### src/rtl/gsp_defines.vh
// Constants for the gyro serial message block
`ifndef GSP_DEFINES_VH
`define GSP_DEFINES_VH
// ==========================================================
// Message framing
`define GSP_MSG_BYTES 3'h6
`define GSP_LAST_BYTE 3'h5
`define GSP_FIFO_WIDTH 9
`define GSP_FIFO_DEPTH 16
`define GSP_FIFO_AW 4
// ==========================================================
// Command byte fields
`define GSP_CMD_ST_BIT 6
`define GSP_CMD_RSRC_BIT 5
`define GSP_CMD_RNG_HI 4
`define GSP_CMD_RNG_LO 3
// ==========================================================
// Range codes, reset range and message type
`define GSP_RNG_900 2'h0
`define GSP_RNG_300 2'h1
`define GSP_RNG_150 2'h2
`define GSP_RNG_75 2'h3
`define GSP_RNG_DEFAULT 2'h3
`define GSP_MSG_TYPE 2'h0
// ==========================================================
// Scaling: rate input is in 1/8 deg/s, multipliers give 8/24/48/96
`define GSP_MUL_900 5'h01
`define GSP_MUL_300 5'h03
`define GSP_MUL_150 5'h06
`define GSP_MUL_75 5'h0c
`define GSP_ST_OFFSET 17'h00190
`define GSP_TEMP_ZERO 16'h0200
`define GSP_TEMP_MUL 5'h0b
`define GSP_RATE_MAX 16'h7fff
`define GSP_RATE_MIN 16'h8000
`endif

### src/rtl/gsp_core.v
// Gyro serial message slave with command FIFO
`timescale 1ns/10ps
`include "gsp_defines.vh"

// ==========================================================
// Command byte FIFO
module gsp_fifo #(
  parameter W = `GSP_FIFO_WIDTH,
  parameter D = `GSP_FIFO_DEPTH,
  parameter AW = `GSP_FIFO_AW
) (
  input wire mclk,
  input wire rst_n,
  input wire inValid,
  input wire [W-1:0] inData,
  output wire inReady,
  output wire outValid,
  output wire [W-1:0] outData,
  input wire outReady
);
  reg [W-1:0] mem_ff [0:D-1]; // Storage entries
  reg [AW-1:0] wrPtr_ff; // Write index
  reg [AW-1:0] rdPtr_ff; // Read index
  reg [AW:0] count_ff; // Fill level, one bit wider to tell full
  wire doWr = inValid && inReady;
  wire doRd = outValid && outReady;
  assign inReady = (count_ff != D[AW:0]);
  assign outValid = (count_ff != {(AW+1){1'b0}});
  assign outData = mem_ff[rdPtr_ff];

  // Pointers and level
  always @(posedge mclk) begin
    if (!rst_n) begin
      wrPtr_ff <= {AW{1'b0}};
      rdPtr_ff <= {AW{1'b0}};
      count_ff <= {(AW+1){1'b0}};
    end else begin
      if (doWr) begin
        wrPtr_ff <= wrPtr_ff + 1'b1;
      end
      if (doRd) begin
        rdPtr_ff <= rdPtr_ff + 1'b1;
      end
      if (doWr && !doRd) begin
        count_ff <= count_ff + 1'b1;
      end else if (doRd && !doWr) begin
        count_ff <= count_ff - 1'b1;
      end
    end
  end

  // Entry storage, no reset needed for data
  genvar gi;
  generate
    for (gi = 0; gi < D; gi = gi + 1) begin : gEntry
      // Index widened to genvar width, since a genvar has no bit range to select
      always @(posedge mclk) begin
        if (doWr && ({{(32-AW){1'b0}}, wrPtr_ff} == gi)) begin
          mem_ff[gi] <= inData;
        end
      end
    end
  endgenerate
endmodule // gsp_fifo

// ==========================================================
// Top: serial slave, command decode, status message build
module gsp_core (
  input wire mclk,
  input wire rst_n,
  input wire sclk,
  input wire ssN,
  input wire mosi,
  output wire miso,
  output wire misoOe,
  input wire healthFail,
  input wire [15:0] rateIn,
  input wire [7:0] tempIn,
  output wire selfTestOn,
  output wire [1:0] rangeCode,
  output wire lastCmdBad
);
  // ==========================================================
  // Pin synchronisers: sclk, select, data in
  wire [2:0] pinIn = {mosi, ssN, sclk};
  reg [2:0] syncA_ff; // First stage, read only by second stage
  reg [2:0] syncB_ff;
  reg [2:0] syncC_ff;
  reg [2:0] stable_ff; // Accepted level once B and C agree
  wire [2:0] chg = ~(syncB_ff ^ syncC_ff) & (syncC_ff ^ stable_ff);
  genvar gp;
  generate
    for (gp = 0; gp < 3; gp = gp + 1) begin : gSync
      always @(posedge mclk) begin
        if (!rst_n) begin
          // Every stage starts at the pin's idle level, so leaving reset
          // never shows a false select edge that would open a phantom frame
          syncA_ff[gp] <= (gp == 1);
          syncB_ff[gp] <= (gp == 1);
          syncC_ff[gp] <= (gp == 1);
          stable_ff[gp] <= (gp == 1); // Select idles high
        end else begin
          syncA_ff[gp] <= pinIn[gp];
          syncB_ff[gp] <= syncA_ff[gp];
          syncC_ff[gp] <= syncB_ff[gp];
          if (chg[gp]) begin
            stable_ff[gp] <= syncC_ff[gp];
          end
        end
      end
    end
  endgenerate
  wire selActive = !stable_ff[1];
  wire sclkRise = chg[0] && syncC_ff[0] && selActive;
  wire sclkFall = chg[0] && !syncC_ff[0] && selActive;
  wire selFall = chg[1] && !syncC_ff[1];
  wire selRise = chg[1] && syncC_ff[1];
  wire dataBit = stable_ff[2] ^ chg[2]; // Newest agreed data level

  // ==========================================================
  // Receive shifter feeding the FIFO
  reg [7:0] rxShift_ff; // Incoming bits, MSB first
  reg [2:0] bitCnt_ff; // Bit within current byte
  reg overrun_ff; // FIFO was full during this frame
  wire [7:0] rxByte = {rxShift_ff[6:0], dataBit};
  wire byteDone = sclkRise && (bitCnt_ff == 3'h7);
  wire fifoInValid = byteDone || selRise; // Marker closes each frame
  wire [8:0] fifoInData = selRise ? 9'h100 : {1'b0, rxByte};
  wire fifoInReady;
  wire fifoOutValid;
  wire [8:0] fifoOutData;
  reg applyPend_ff; // Verdict waiting to be applied
  wire fifoOutReady = !applyPend_ff; // Drain stalls on the apply cycle

  // Shift bits and count them; a new frame restarts the count
  always @(posedge mclk) begin
    if (!rst_n) begin
      rxShift_ff <= 8'h00;
      bitCnt_ff <= 3'h0;
      overrun_ff <= 1'b0;
    end else begin
      if (selFall) begin
        bitCnt_ff <= 3'h0;
        overrun_ff <= 1'b0;
      end else if (sclkRise) begin
        rxShift_ff <= rxByte;
        bitCnt_ff <= bitCnt_ff + 1'b1;
      end
      // Lost bytes cannot be told apart, so the whole frame fails
      if (fifoInValid && !fifoInReady) begin
        overrun_ff <= 1'b1;
      end
    end
  end

  gsp_fifo #(
    .W(`GSP_FIFO_WIDTH),
    .D(`GSP_FIFO_DEPTH),
    .AW(`GSP_FIFO_AW)
  ) uFifo (
    .mclk(mclk),
    .rst_n(rst_n),
    .inValid(fifoInValid),
    .inData(fifoInData),
    .inReady(fifoInReady),
    .outValid(fifoOutValid),
    .outData(fifoOutData),
    .outReady(fifoOutReady)
  );

  // ==========================================================
  // Command assembly and checking
  reg [2:0] byteCnt_ff; // Bytes seen in the frame, saturates
  reg [7:0] cmdByte_ff; // First byte held for decode
  reg [7:0] sum_ff; // Running sum of bytes 1 to 5
  reg [7:0] chkByte_ff; // Sixth byte as received
  reg pendGood_ff; // Verdict of the closed frame
  reg [7:0] pendCmd_ff;
  reg stOn_ff; // Applied self-test enable
  reg [1:0] range_ff; // Applied range code
  reg bad_ff; // Previous command was rejected
  wire popByte = fifoOutValid && fifoOutReady && !fifoOutData[8];
  wire popMark = fifoOutValid && fifoOutReady && fifoOutData[8];
  wire cmdGood = (byteCnt_ff == `GSP_MSG_BYTES) && !overrun_ff
    && (chkByte_ff == ~sum_ff);

  // Gather bytes; only the first byte, the sum and the sixth byte matter
  always @(posedge mclk) begin
    if (!rst_n) begin
      byteCnt_ff <= 3'h0;
      cmdByte_ff <= 8'h00;
      sum_ff <= 8'h00;
      chkByte_ff <= 8'h00;
      applyPend_ff <= 1'b0;
      pendGood_ff <= 1'b0;
      pendCmd_ff <= 8'h00;
    end else begin
      applyPend_ff <= popMark;
      if (popMark) begin
        pendGood_ff <= cmdGood;
        pendCmd_ff <= cmdByte_ff;
        byteCnt_ff <= 3'h0;
        sum_ff <= 8'h00;
      end else if (popByte) begin
        // Extra bytes beyond six saturate the count and fail the frame
        if (byteCnt_ff != 3'h7) begin
          byteCnt_ff <= byteCnt_ff + 1'b1;
        end
        if (byteCnt_ff == 3'h0) begin
          cmdByte_ff <= fifoOutData[7:0];
        end
        if (byteCnt_ff < `GSP_LAST_BYTE) begin
          sum_ff <= sum_ff + fifoOutData[7:0];
        end
        if (byteCnt_ff == `GSP_LAST_BYTE) begin
          chkByte_ff <= fifoOutData[7:0];
        end
      end
    end
  end

  // Apply settings only after the frame has closed
  always @(posedge mclk) begin
    if (!rst_n) begin
      stOn_ff <= 1'b0;
      range_ff <= `GSP_RNG_DEFAULT;
      bad_ff <= 1'b0;
    end else if (applyPend_ff) begin
      bad_ff <= !pendGood_ff;
      if (pendGood_ff) begin
        // Bits 2:0 and bit 7 take no part in decode
        stOn_ff <= pendCmd_ff[`GSP_CMD_ST_BIT];
        if (pendCmd_ff[`GSP_CMD_RSRC_BIT]) begin
          range_ff <= pendCmd_ff[`GSP_CMD_RNG_HI:`GSP_CMD_RNG_LO];
        end else begin
          range_ff <= `GSP_RNG_DEFAULT;
        end
      end
    end
  end

  // ==========================================================
  // Rate and temperature words
  reg [4:0] rateMul; // Counts per 1/8 deg/s of input
  always @* begin
    case (range_ff)
      `GSP_RNG_900: rateMul = `GSP_MUL_900;
      `GSP_RNG_300: rateMul = `GSP_MUL_300;
      `GSP_RNG_150: rateMul = `GSP_MUL_150;
      default: rateMul = `GSP_MUL_75;
    endcase
  end
  // Self-test adds 50 deg/s before scaling, so it tracks the range
  wire signed [16:0] rateAdj = $signed({rateIn[15], rateIn})
    + $signed(stOn_ff ? `GSP_ST_OFFSET : 17'h00000);
  wire signed [21:0] rateProd = rateAdj * $signed(rateMul);
  wire rateFits = (rateProd[21:15] == {7{rateProd[15]}});
  wire [15:0] rateWord = rateFits ? rateProd[15:0]
    : (rateProd[21] ? `GSP_RATE_MIN : `GSP_RATE_MAX);
  wire signed [12:0] tempProd = $signed(tempIn) * $signed(`GSP_TEMP_MUL);
  wire [15:0] tempWord = `GSP_TEMP_ZERO
    + {{5{tempProd[12]}}, tempProd[12:2]};

  // ==========================================================
  // Status message assembly
  wire [7:0] statByte = {healthFail || stOn_ff, `GSP_MSG_TYPE,
    bad_ff, stOn_ff, 1'b0, range_ff};
  wire [7:0] statSum = statByte + rateWord[15:8] + rateWord[7:0]
    + tempWord[15:8] + tempWord[7:0];
  wire [47:0] statMsg = {statByte, rateWord, tempWord, ~statSum};

  // ==========================================================
  // Transmit shifter: mode 0, next bit placed on falling clock
  reg [47:0] txShift_ff; // Snapshot taken as select falls
  reg miso_ff;
  reg misoOe_ff;
  always @(posedge mclk) begin
    if (!rst_n) begin
      txShift_ff <= 48'h000000000000;
      miso_ff <= 1'b0;
      misoOe_ff <= 1'b0;
    end else begin
      misoOe_ff <= selActive && !selRise;
      if (selFall) begin
        txShift_ff <= {statMsg[46:0], 1'b0};
        miso_ff <= statMsg[47];
        misoOe_ff <= 1'b1;
      end else if (sclkFall) begin
        txShift_ff <= {txShift_ff[46:0], 1'b0};
        miso_ff <= txShift_ff[47];
      end
    end
  end

  // ==========================================================
  // Status ports mirror the applied state
  assign miso = miso_ff;
  assign misoOe = misoOe_ff;
  assign selfTestOn = stOn_ff;
  assign rangeCode = range_ff;
  assign lastCmdBad = bad_ff;
endmodule // gsp_core

### config.mk
export PLATFORM = sky130hd
export DESIGN_NAME = gsp_core
export DESIGN_NICKNAME = d
export VERILOG_FILES = /design/src/rtl/gsp_core.v
export VERILOG_INCLUDE_DIRS = /design/src /design/src/rtl
export SDC_FILE = /design/constraint.sdc
export NUM_CORES = 1
export LEC_CHECK = 0
export BUFFER_PORTS_ARGS = -buffer_cell sky130_fd_sc_hd__buf_2
export CAP_MARGIN = 0
export CORE_MARGIN = 4
export CORE_UTILIZATION = 30
export DETAILED_ROUTE_END_ITERATION = 8
export SYNTH_ARGS = -nofsm -noshare
export SYNTH_HDL_FRONTEND = slang
export SYNTH_HIERARCHICAL = 1
export SYNTH_SLANG_ARGS = --single-unit
### constraint.sdc
create_clock -name mclk -period 23.4 [get_ports mclk]
set_input_delay 0 -clock mclk [delete_from_list [all_inputs] [get_ports mclk]]
set_output_delay 0 -clock mclk [all_outputs]
set_load 0.01 [all_outputs]
==> qor.csv, run 1 <==
stage,metric,value,unit
sta,Max Freq,101,MHz
global_route,number of global-route vias before repair,10100,
global_route,largest net degree at the start of global routing,77,
floorplan,# rows,82,
clock_tree,htree depth,1,
clock_tree,hold_buf cts,10,
sta,fin crit period,9.92,ns
setup_path,slowest CP cell,a21oi_1,
clock_tree,Clock Latency Late Sink,0.57,ns
synthesis,ys async rst share,0,%
cells_and_area,# diodes,0,
route,DR vias/cell,4.78,
sta,setup TNS,0,ns
sta,endpoints failing hold,0,
power,sw power,0.513,mW
floorplan,die height,235,µm
synthesis,syn_nets,1615,
route,ANT nets after route,0,
power,PD cells,87.8,nW/µm²
cells_and_area,fin nets,1644,
synthesis,post-synthesis sequential area ratio,43.7,%
synthesis,Mapped Area,15500,µm²
setup_path,Reg2Reg Setup Slack,13.48,ns
sta,final slew viol count,0,
min_path,Hold Path Class,in2reg,
placed_design,pre-CTS WS,13.53,ns
power,sequential group share of total power,33.8,%
synthesis,dominant synthesized flop cell,edfxtp_1,
clock_tree,CTS tree,built,
clock_tree,Clock Tree Root,clkbuf_16,
cells_and_area,"commonest non-fill, non-tap cell in the layout",nand2_1,
clock_tree,Sink Count,266,
status,status,finished clean,
setup_path,critical path class,reg2reg,
route,DR vias,10300,
synthesis,Post-synth EDFFs,144,
setup_path,Crit. End Element,register,
clock_tree,maximum buffer depth of the clock tree,3,
floorplan,Initial Utilization,30.6,%
power,Internal,1.01,mW
cells_and_area,design area,17300,µm²
cells_and_area,fraction of layout cells with a size suffix above 1,9.99,%
route,DRT iter0 DRCs,612,
sta,final period utilization,42.4,%
clock_tree,clock slew at reported path FFs,0.06,ns
placed_design,I/O Buffers,35,
power,clock share of power,28.4,%
sta,Slew HR,16.4,%
power,Sw Ratio,33.7,%
global_route,grt total ovfl,0,
synthesis,Syn. warnings,6,
setup_path,Crit path top cell by count,fa_1,
sta,Tightest Pin Transition,1.24,ns
setup_path,critical path required time,23.86,ns
sta,hold_ws,0.0282,ns
global_route,Total GRT Usage,11.7,%
synthesis,Unique masters post-synth,74,
power,VDD IR max,0.0000553,V
floorplan,I/O pin count,36,
route,WL per Instance,15.3,µm
setup_path,CP Max Fanout,11,
global_route,initial antenna violation count,0,
sta,setup violators final,0,
synthesis,synthesized instance count,1422,
setup_path,max incr delay on CP,0.65,ns
placed_design,routability cong.,0.847,
route,drt drc,0,
floorplan,Die Area,55300,µm²
route,Post-Route WL,32800,µm
power,Lkg Pwr,6.86,nW
clock_tree,post-cts sizing count,0,
floorplan,core box area,50600,µm²
synthesis,"Avg Cell Area, Syn",10.9,µm²
sta,Post-Route Skew,0.0188,ns
setup_path,crit-path leading delay family,adder cells,
cells_and_area,most frequent cells in the layout,"nand2_1, edfxtp_1, inv_1",
sta,RSZ-0062 raised after global routing,no,
setup_path,critical path arrival,10.39,ns
power,Comb power frac,37.8,%
floorplan,die width,235,µm
route,Pre-antenna DRT Iters,5,
clock_tree,CTS buffer count,29,
setup_path,CP bufs+invs,5,
clock_tree,Post-CTS Setup Bufs,0,
placed_design,Placement Cell Area,16300,µm²
setup_path,CP startpoint kind,register,
synthesis,#FFs+latches synth,266,
placed_design,Detail Placement HPWL,23300,µm
global_route,first-pass GRT wire length,54100,µm
sta,worst setup margin,13.48,ns
cells_and_area,Area Growth Syn to Fin,12.1,%
run,max-cap violation count,0,
-- through the flow --
stage / utilization, % / power [mW] / cells
2_1_floorplan: - / 0.984 / 1422
3_3_place_gp: 32.3 / 1.10 / 2082
3_5_place_dp: 32.3 / 1.10 / 2082
4_1_cts: 34.3 / 1.54 / 2144
5_1_grt: 34.3 / 1.64 / 2144
6_report: 34.3 / 1.52 / 2144
-- registers in the layout (all words and copies together), names as in the netlist, named ones only --
name	cells
applyPend_ff	1
bitCnt_ff	3
byteCnt_ff	3
chkByte_ff	8
cmdByte_ff	4
lastCmdBad	1
miso	1
misoOe	1
overrun_ff	1
pendCmd_ff	4
pendGood_ff	1
rangeCode	2
rxShift_ff	7
selfTestOn	1
stable_ff	3
sum_ff	8
syncA_ff	3
syncB_ff	3
syncC_ff	3
txShift_ff	47
uFifo/count_ff	5
uFifo/mem_ff	144
uFifo/rdPtr_ff	4
uFifo/wrPtr_ff	4
-- worst min-delay path, stage by stage --
cell     delay (ns)
buf_2          0.11
and2_1         0.12
ha_1           0.16
o211a_1        0.16
-- cells in the mapped netlist (9+ instances only) --
cell type    n  area (µm²)
nand2_1    145         544
edfxtp_1   144        4320
inv_1      126         473
dfxtp_1    122        2440
ha_1       104        1300
nor2_1      99         372
fa_1        59        1180
a21oi_1     52         260
xnor2_1     52         455
and2_1      50         313
nor2b_1     46         288
clkbuf_1    45         169
mux4_2      36         811
a22oi_1     28         210
nand3_1     26         130
o21ai_0     25         125
mux2i_1     23         230
a22o_1      20         175
xor2_1      20         175
a21o_1      19         143
a21boi_0    15         113
nor3_1      15        75.1
nand2b_1    13        81.3
a31oi_1     12        75.1
o21ai_1     10        50.1
and3_1       9        56.3
-- area by class of cell --
cell class	count	area (µm²)
clock buffer	37	796
clock inverter	15	110
fill	4972	33200
inverter	126	473
multi-input combinational	972	7990
sequential	266	6770
tap	672	841
timing repair buffer	56	358
-- final timing paths --
| path | start | to | cells after the start |
|---|---|---|---|
| worst max-delay path | selfTestOn | txShift_ff[8] | 40 |
| worst min-delay path | tempIn[1] | txShift_ff[9] | 4 |
| worst max register to register | selfTestOn | txShift_ff[8] | 40 |
| worst min register to register | syncA_ff[1] | syncB_ff[1] | 1 |
-- cell families after synthesis --
kind of cell | share of synthesized area, %
AO/OA/AOI/OAI | 11.1
XOR/XNOR | 4.08
adder cells (fa/ha/maj) | 16.1
buffers and inverters | 4.62
flip-flops | 43.7
multiplexers | 6.80
AND/OR/NAND/NOR | 13.6
-- power groups by stage --
stage / Clock [mW] / Sequential, mW / Combinational, mW
floorplan: 0 / 0.522 / 0.462
global placement: 0 / 0.525 / 0.572
detailed placement: 0 / 0.525 / 0.574
CTS: 0.446 / 0.515 / 0.581
global route: 0.466 / 0.517 / 0.654
finish: 0.432 / 0.515 / 0.575
-- layer usage --
layer	share of wire [%]	GRT usage (%)	wire, µm
met5	0	0	0
met4	1.7	2.70	548
met1	48	16.7	15600
met2	46	18.9	15200
met3	4.3	1.44	1400
Note: power is estimated with default switching activity, not from simulation.
==> inputs of run 2 (changes only) <==
Clock period 23.4 ns to 9.43 ns, I/O delays scaled along.
==> qor.csv, run 2 (synthesized netlist as in run 1, its figures left out) <==
stage,metric,value,unit
power,PD cells,219,nW/µm²
sta,Max Freq,113,MHz
clock_tree,Clock Tree Root,clkbuf_16,
floorplan,# rows,82,
power,VDD IR max,0.000145,V
cells_and_area,biggest regs,"uFifo/mem_ff (144), txShift_ff (47)",
setup_path,critical path arrival,9.27,ns
min_path,Hold Path Class,in2reg,
setup_path,critical path class,reg2reg,
route,drt drc,0,
cells_and_area,max FFs per register,144,
route,WL per Instance,15.1,µm
global_route,first-pass GRT wire length,53200,µm
placed_design,routability cong.,0.833,
sta,setup TNS,0,ns
setup_path,CP Max Fanout,6,
setup_path,CP startpoint kind,register,
sta,RSZ-0062 raised after global routing,no,
sta,endpoints failing hold,0,
clock_tree,htree depth,1,
cells_and_area,# diodes,0,
clock_tree,clock slew at reported path FFs,0.07,ns
sta,setup violators final,0,
power,Lkg Pwr,6.93,nW
setup_path,max incr delay on CP,0.54,ns
route,ANT nets after route,0,
cells_and_area,Area Growth Syn to Fin,13.5,%
clock_tree,CTS buffer count,28,
route,DRT iter0 DRCs,582,
floorplan,I/O pin count,36,
global_route,largest net degree at the start of global routing,101,
floorplan,core box area,50600,µm²
global_route,Total GRT Usage,11.5,%
clock_tree,CTS tree,built,
sta,final period utilization,94.1,%
sta,Tightest Pin Transition,1.23,ns
floorplan,die width,235,µm
route,Pre-antenna DRT Iters,5,
cells_and_area,fraction of layout cells with a size suffix above 1,12.5,%
placed_design,I/O Buffers,35,
floorplan,Die Area,55300,µm²
run,max-cap violation count,0,
placed_design,Detail Placement HPWL,23100,µm
setup_path,Crit. End Element,register,
global_route,number of global-route vias before repair,10200,
cells_and_area,largest register by flop count,uFifo/mem_ff,
sta,Post-Route Skew,0.0527,ns
clock_tree,maximum buffer depth of the clock tree,3,
status,status,finished clean,
sta,final slew viol count,0,
floorplan,die height,235,µm
cells_and_area,filler cell count,4958,
setup_path,critical path required time,9.83,ns
cells_and_area,most frequent cells in the layout,"nand2_1, edfxtp_1, inv_1",
sta,fin crit period,8.87,ns
route,Post-Route WL,32500,µm
clock_tree,Clock Latency Late Sink,0.57,ns
floorplan,Initial Utilization,30.6,%
route,DR vias/cell,4.77,
route,DR vias,10300,
cells_and_area,post-layout util,34.7,%
global_route,initial antenna violation count,0,
setup_path,slowest CP cell,fa_1,
sta,Slew HR,17.6,%
cells_and_area,fin nets,1649,
global_route,grt total ovfl,0,
clock_tree,Sink Count,266,
run 2: area by class of cell:
class / count / area (µm²) / area share [%]
clock buffer: 33 / 729 / 4.15
clock inverter: 19 / 223 / 1.27
inverter: 126 / 473 / 2.69
multi-input combinational: 972 / 8130 / 46.3
sequential: 266 / 6770 / 38.5
tap: 672 / 841 / 4.79
timing repair buffer: 62 / 394 / 2.24
run 2: report_power, final:
group | leakage [nW] | internal (mW) | total [mW] | switching [mW]
Clock | 0.461 | 0.665 | 1.12 | 0.452
Combinational | 4.16 | 0.657 | 1.46 | 0.799
Sequential | 2.31 | 1.24 | 1.28 | 0.0343
Total | 6.93 | 2.57 | 3.85 | 1.29
run 2: path summary, 6_finish.rpt:
kind,startpoint,endpoint,slack [ns],depth (start not counted)
max,selfTestOn,txShift_ff[8],0.56,40
min,tempIn[0],txShift_ff[9],0.05,4
max reg2reg,selfTestOn,txShift_ff[8],0.56,40
min reg2reg,syncA_ff[1],syncB_ff[1],0.41,1
run 2: repair_timing:
item	in CTS	in global routing
setup buffers	0	1
resized for setup	0	31
setup endpoints to repair	0	2
hold endpoints to repair	5	0
hold buffers	5	0
run 2: critical path, delay by kind of cell (launching register included):
kind / cells / cell delay [ns]
buffers and inverters: 5 / 0.30
xor gates and xnor gates: 3 / 0.60
adders and majority gates: 11 / 3.96
and+or+nand+nor: 10 / 1.54
AOI/OAI and AO/OA: 11 / 2.04
DFF: 1 / 0.33
run 2: per-layer routing:
layer / track usage, % / vias up / wire [µm]
li1: - / 5020 / -
met5: 0 / - / 0
met3: 1.36 / 33 / 1130
met4: 2.58 / 0 / 518
met1: 16.2 / 5028 / 15500
met2: 19.1 / 177 / 15300
run 2: through the flow:
stage | worst slack, ns | instances | cell area [µm²] | hold WS [ns] | total power, mW
2_1_floorplan | 0.655 | 1422 | 15500 | 0.101 | 2.44
3_3_place_gp | 0.344 | 2091 | 16400 | 0.186 | 2.72
3_5_place_dp | 0.144 | 2091 | 16400 | 0.184 | 2.74
4_1_cts | 0.0829 | 2148 | 17400 | 0.0358 | 3.88
5_1_grt | 0.0113 | 2150 | 17600 | 0.0840 | 4.14
6_report | 0.558 | 2150 | 17600 | 0.0467 | 3.85
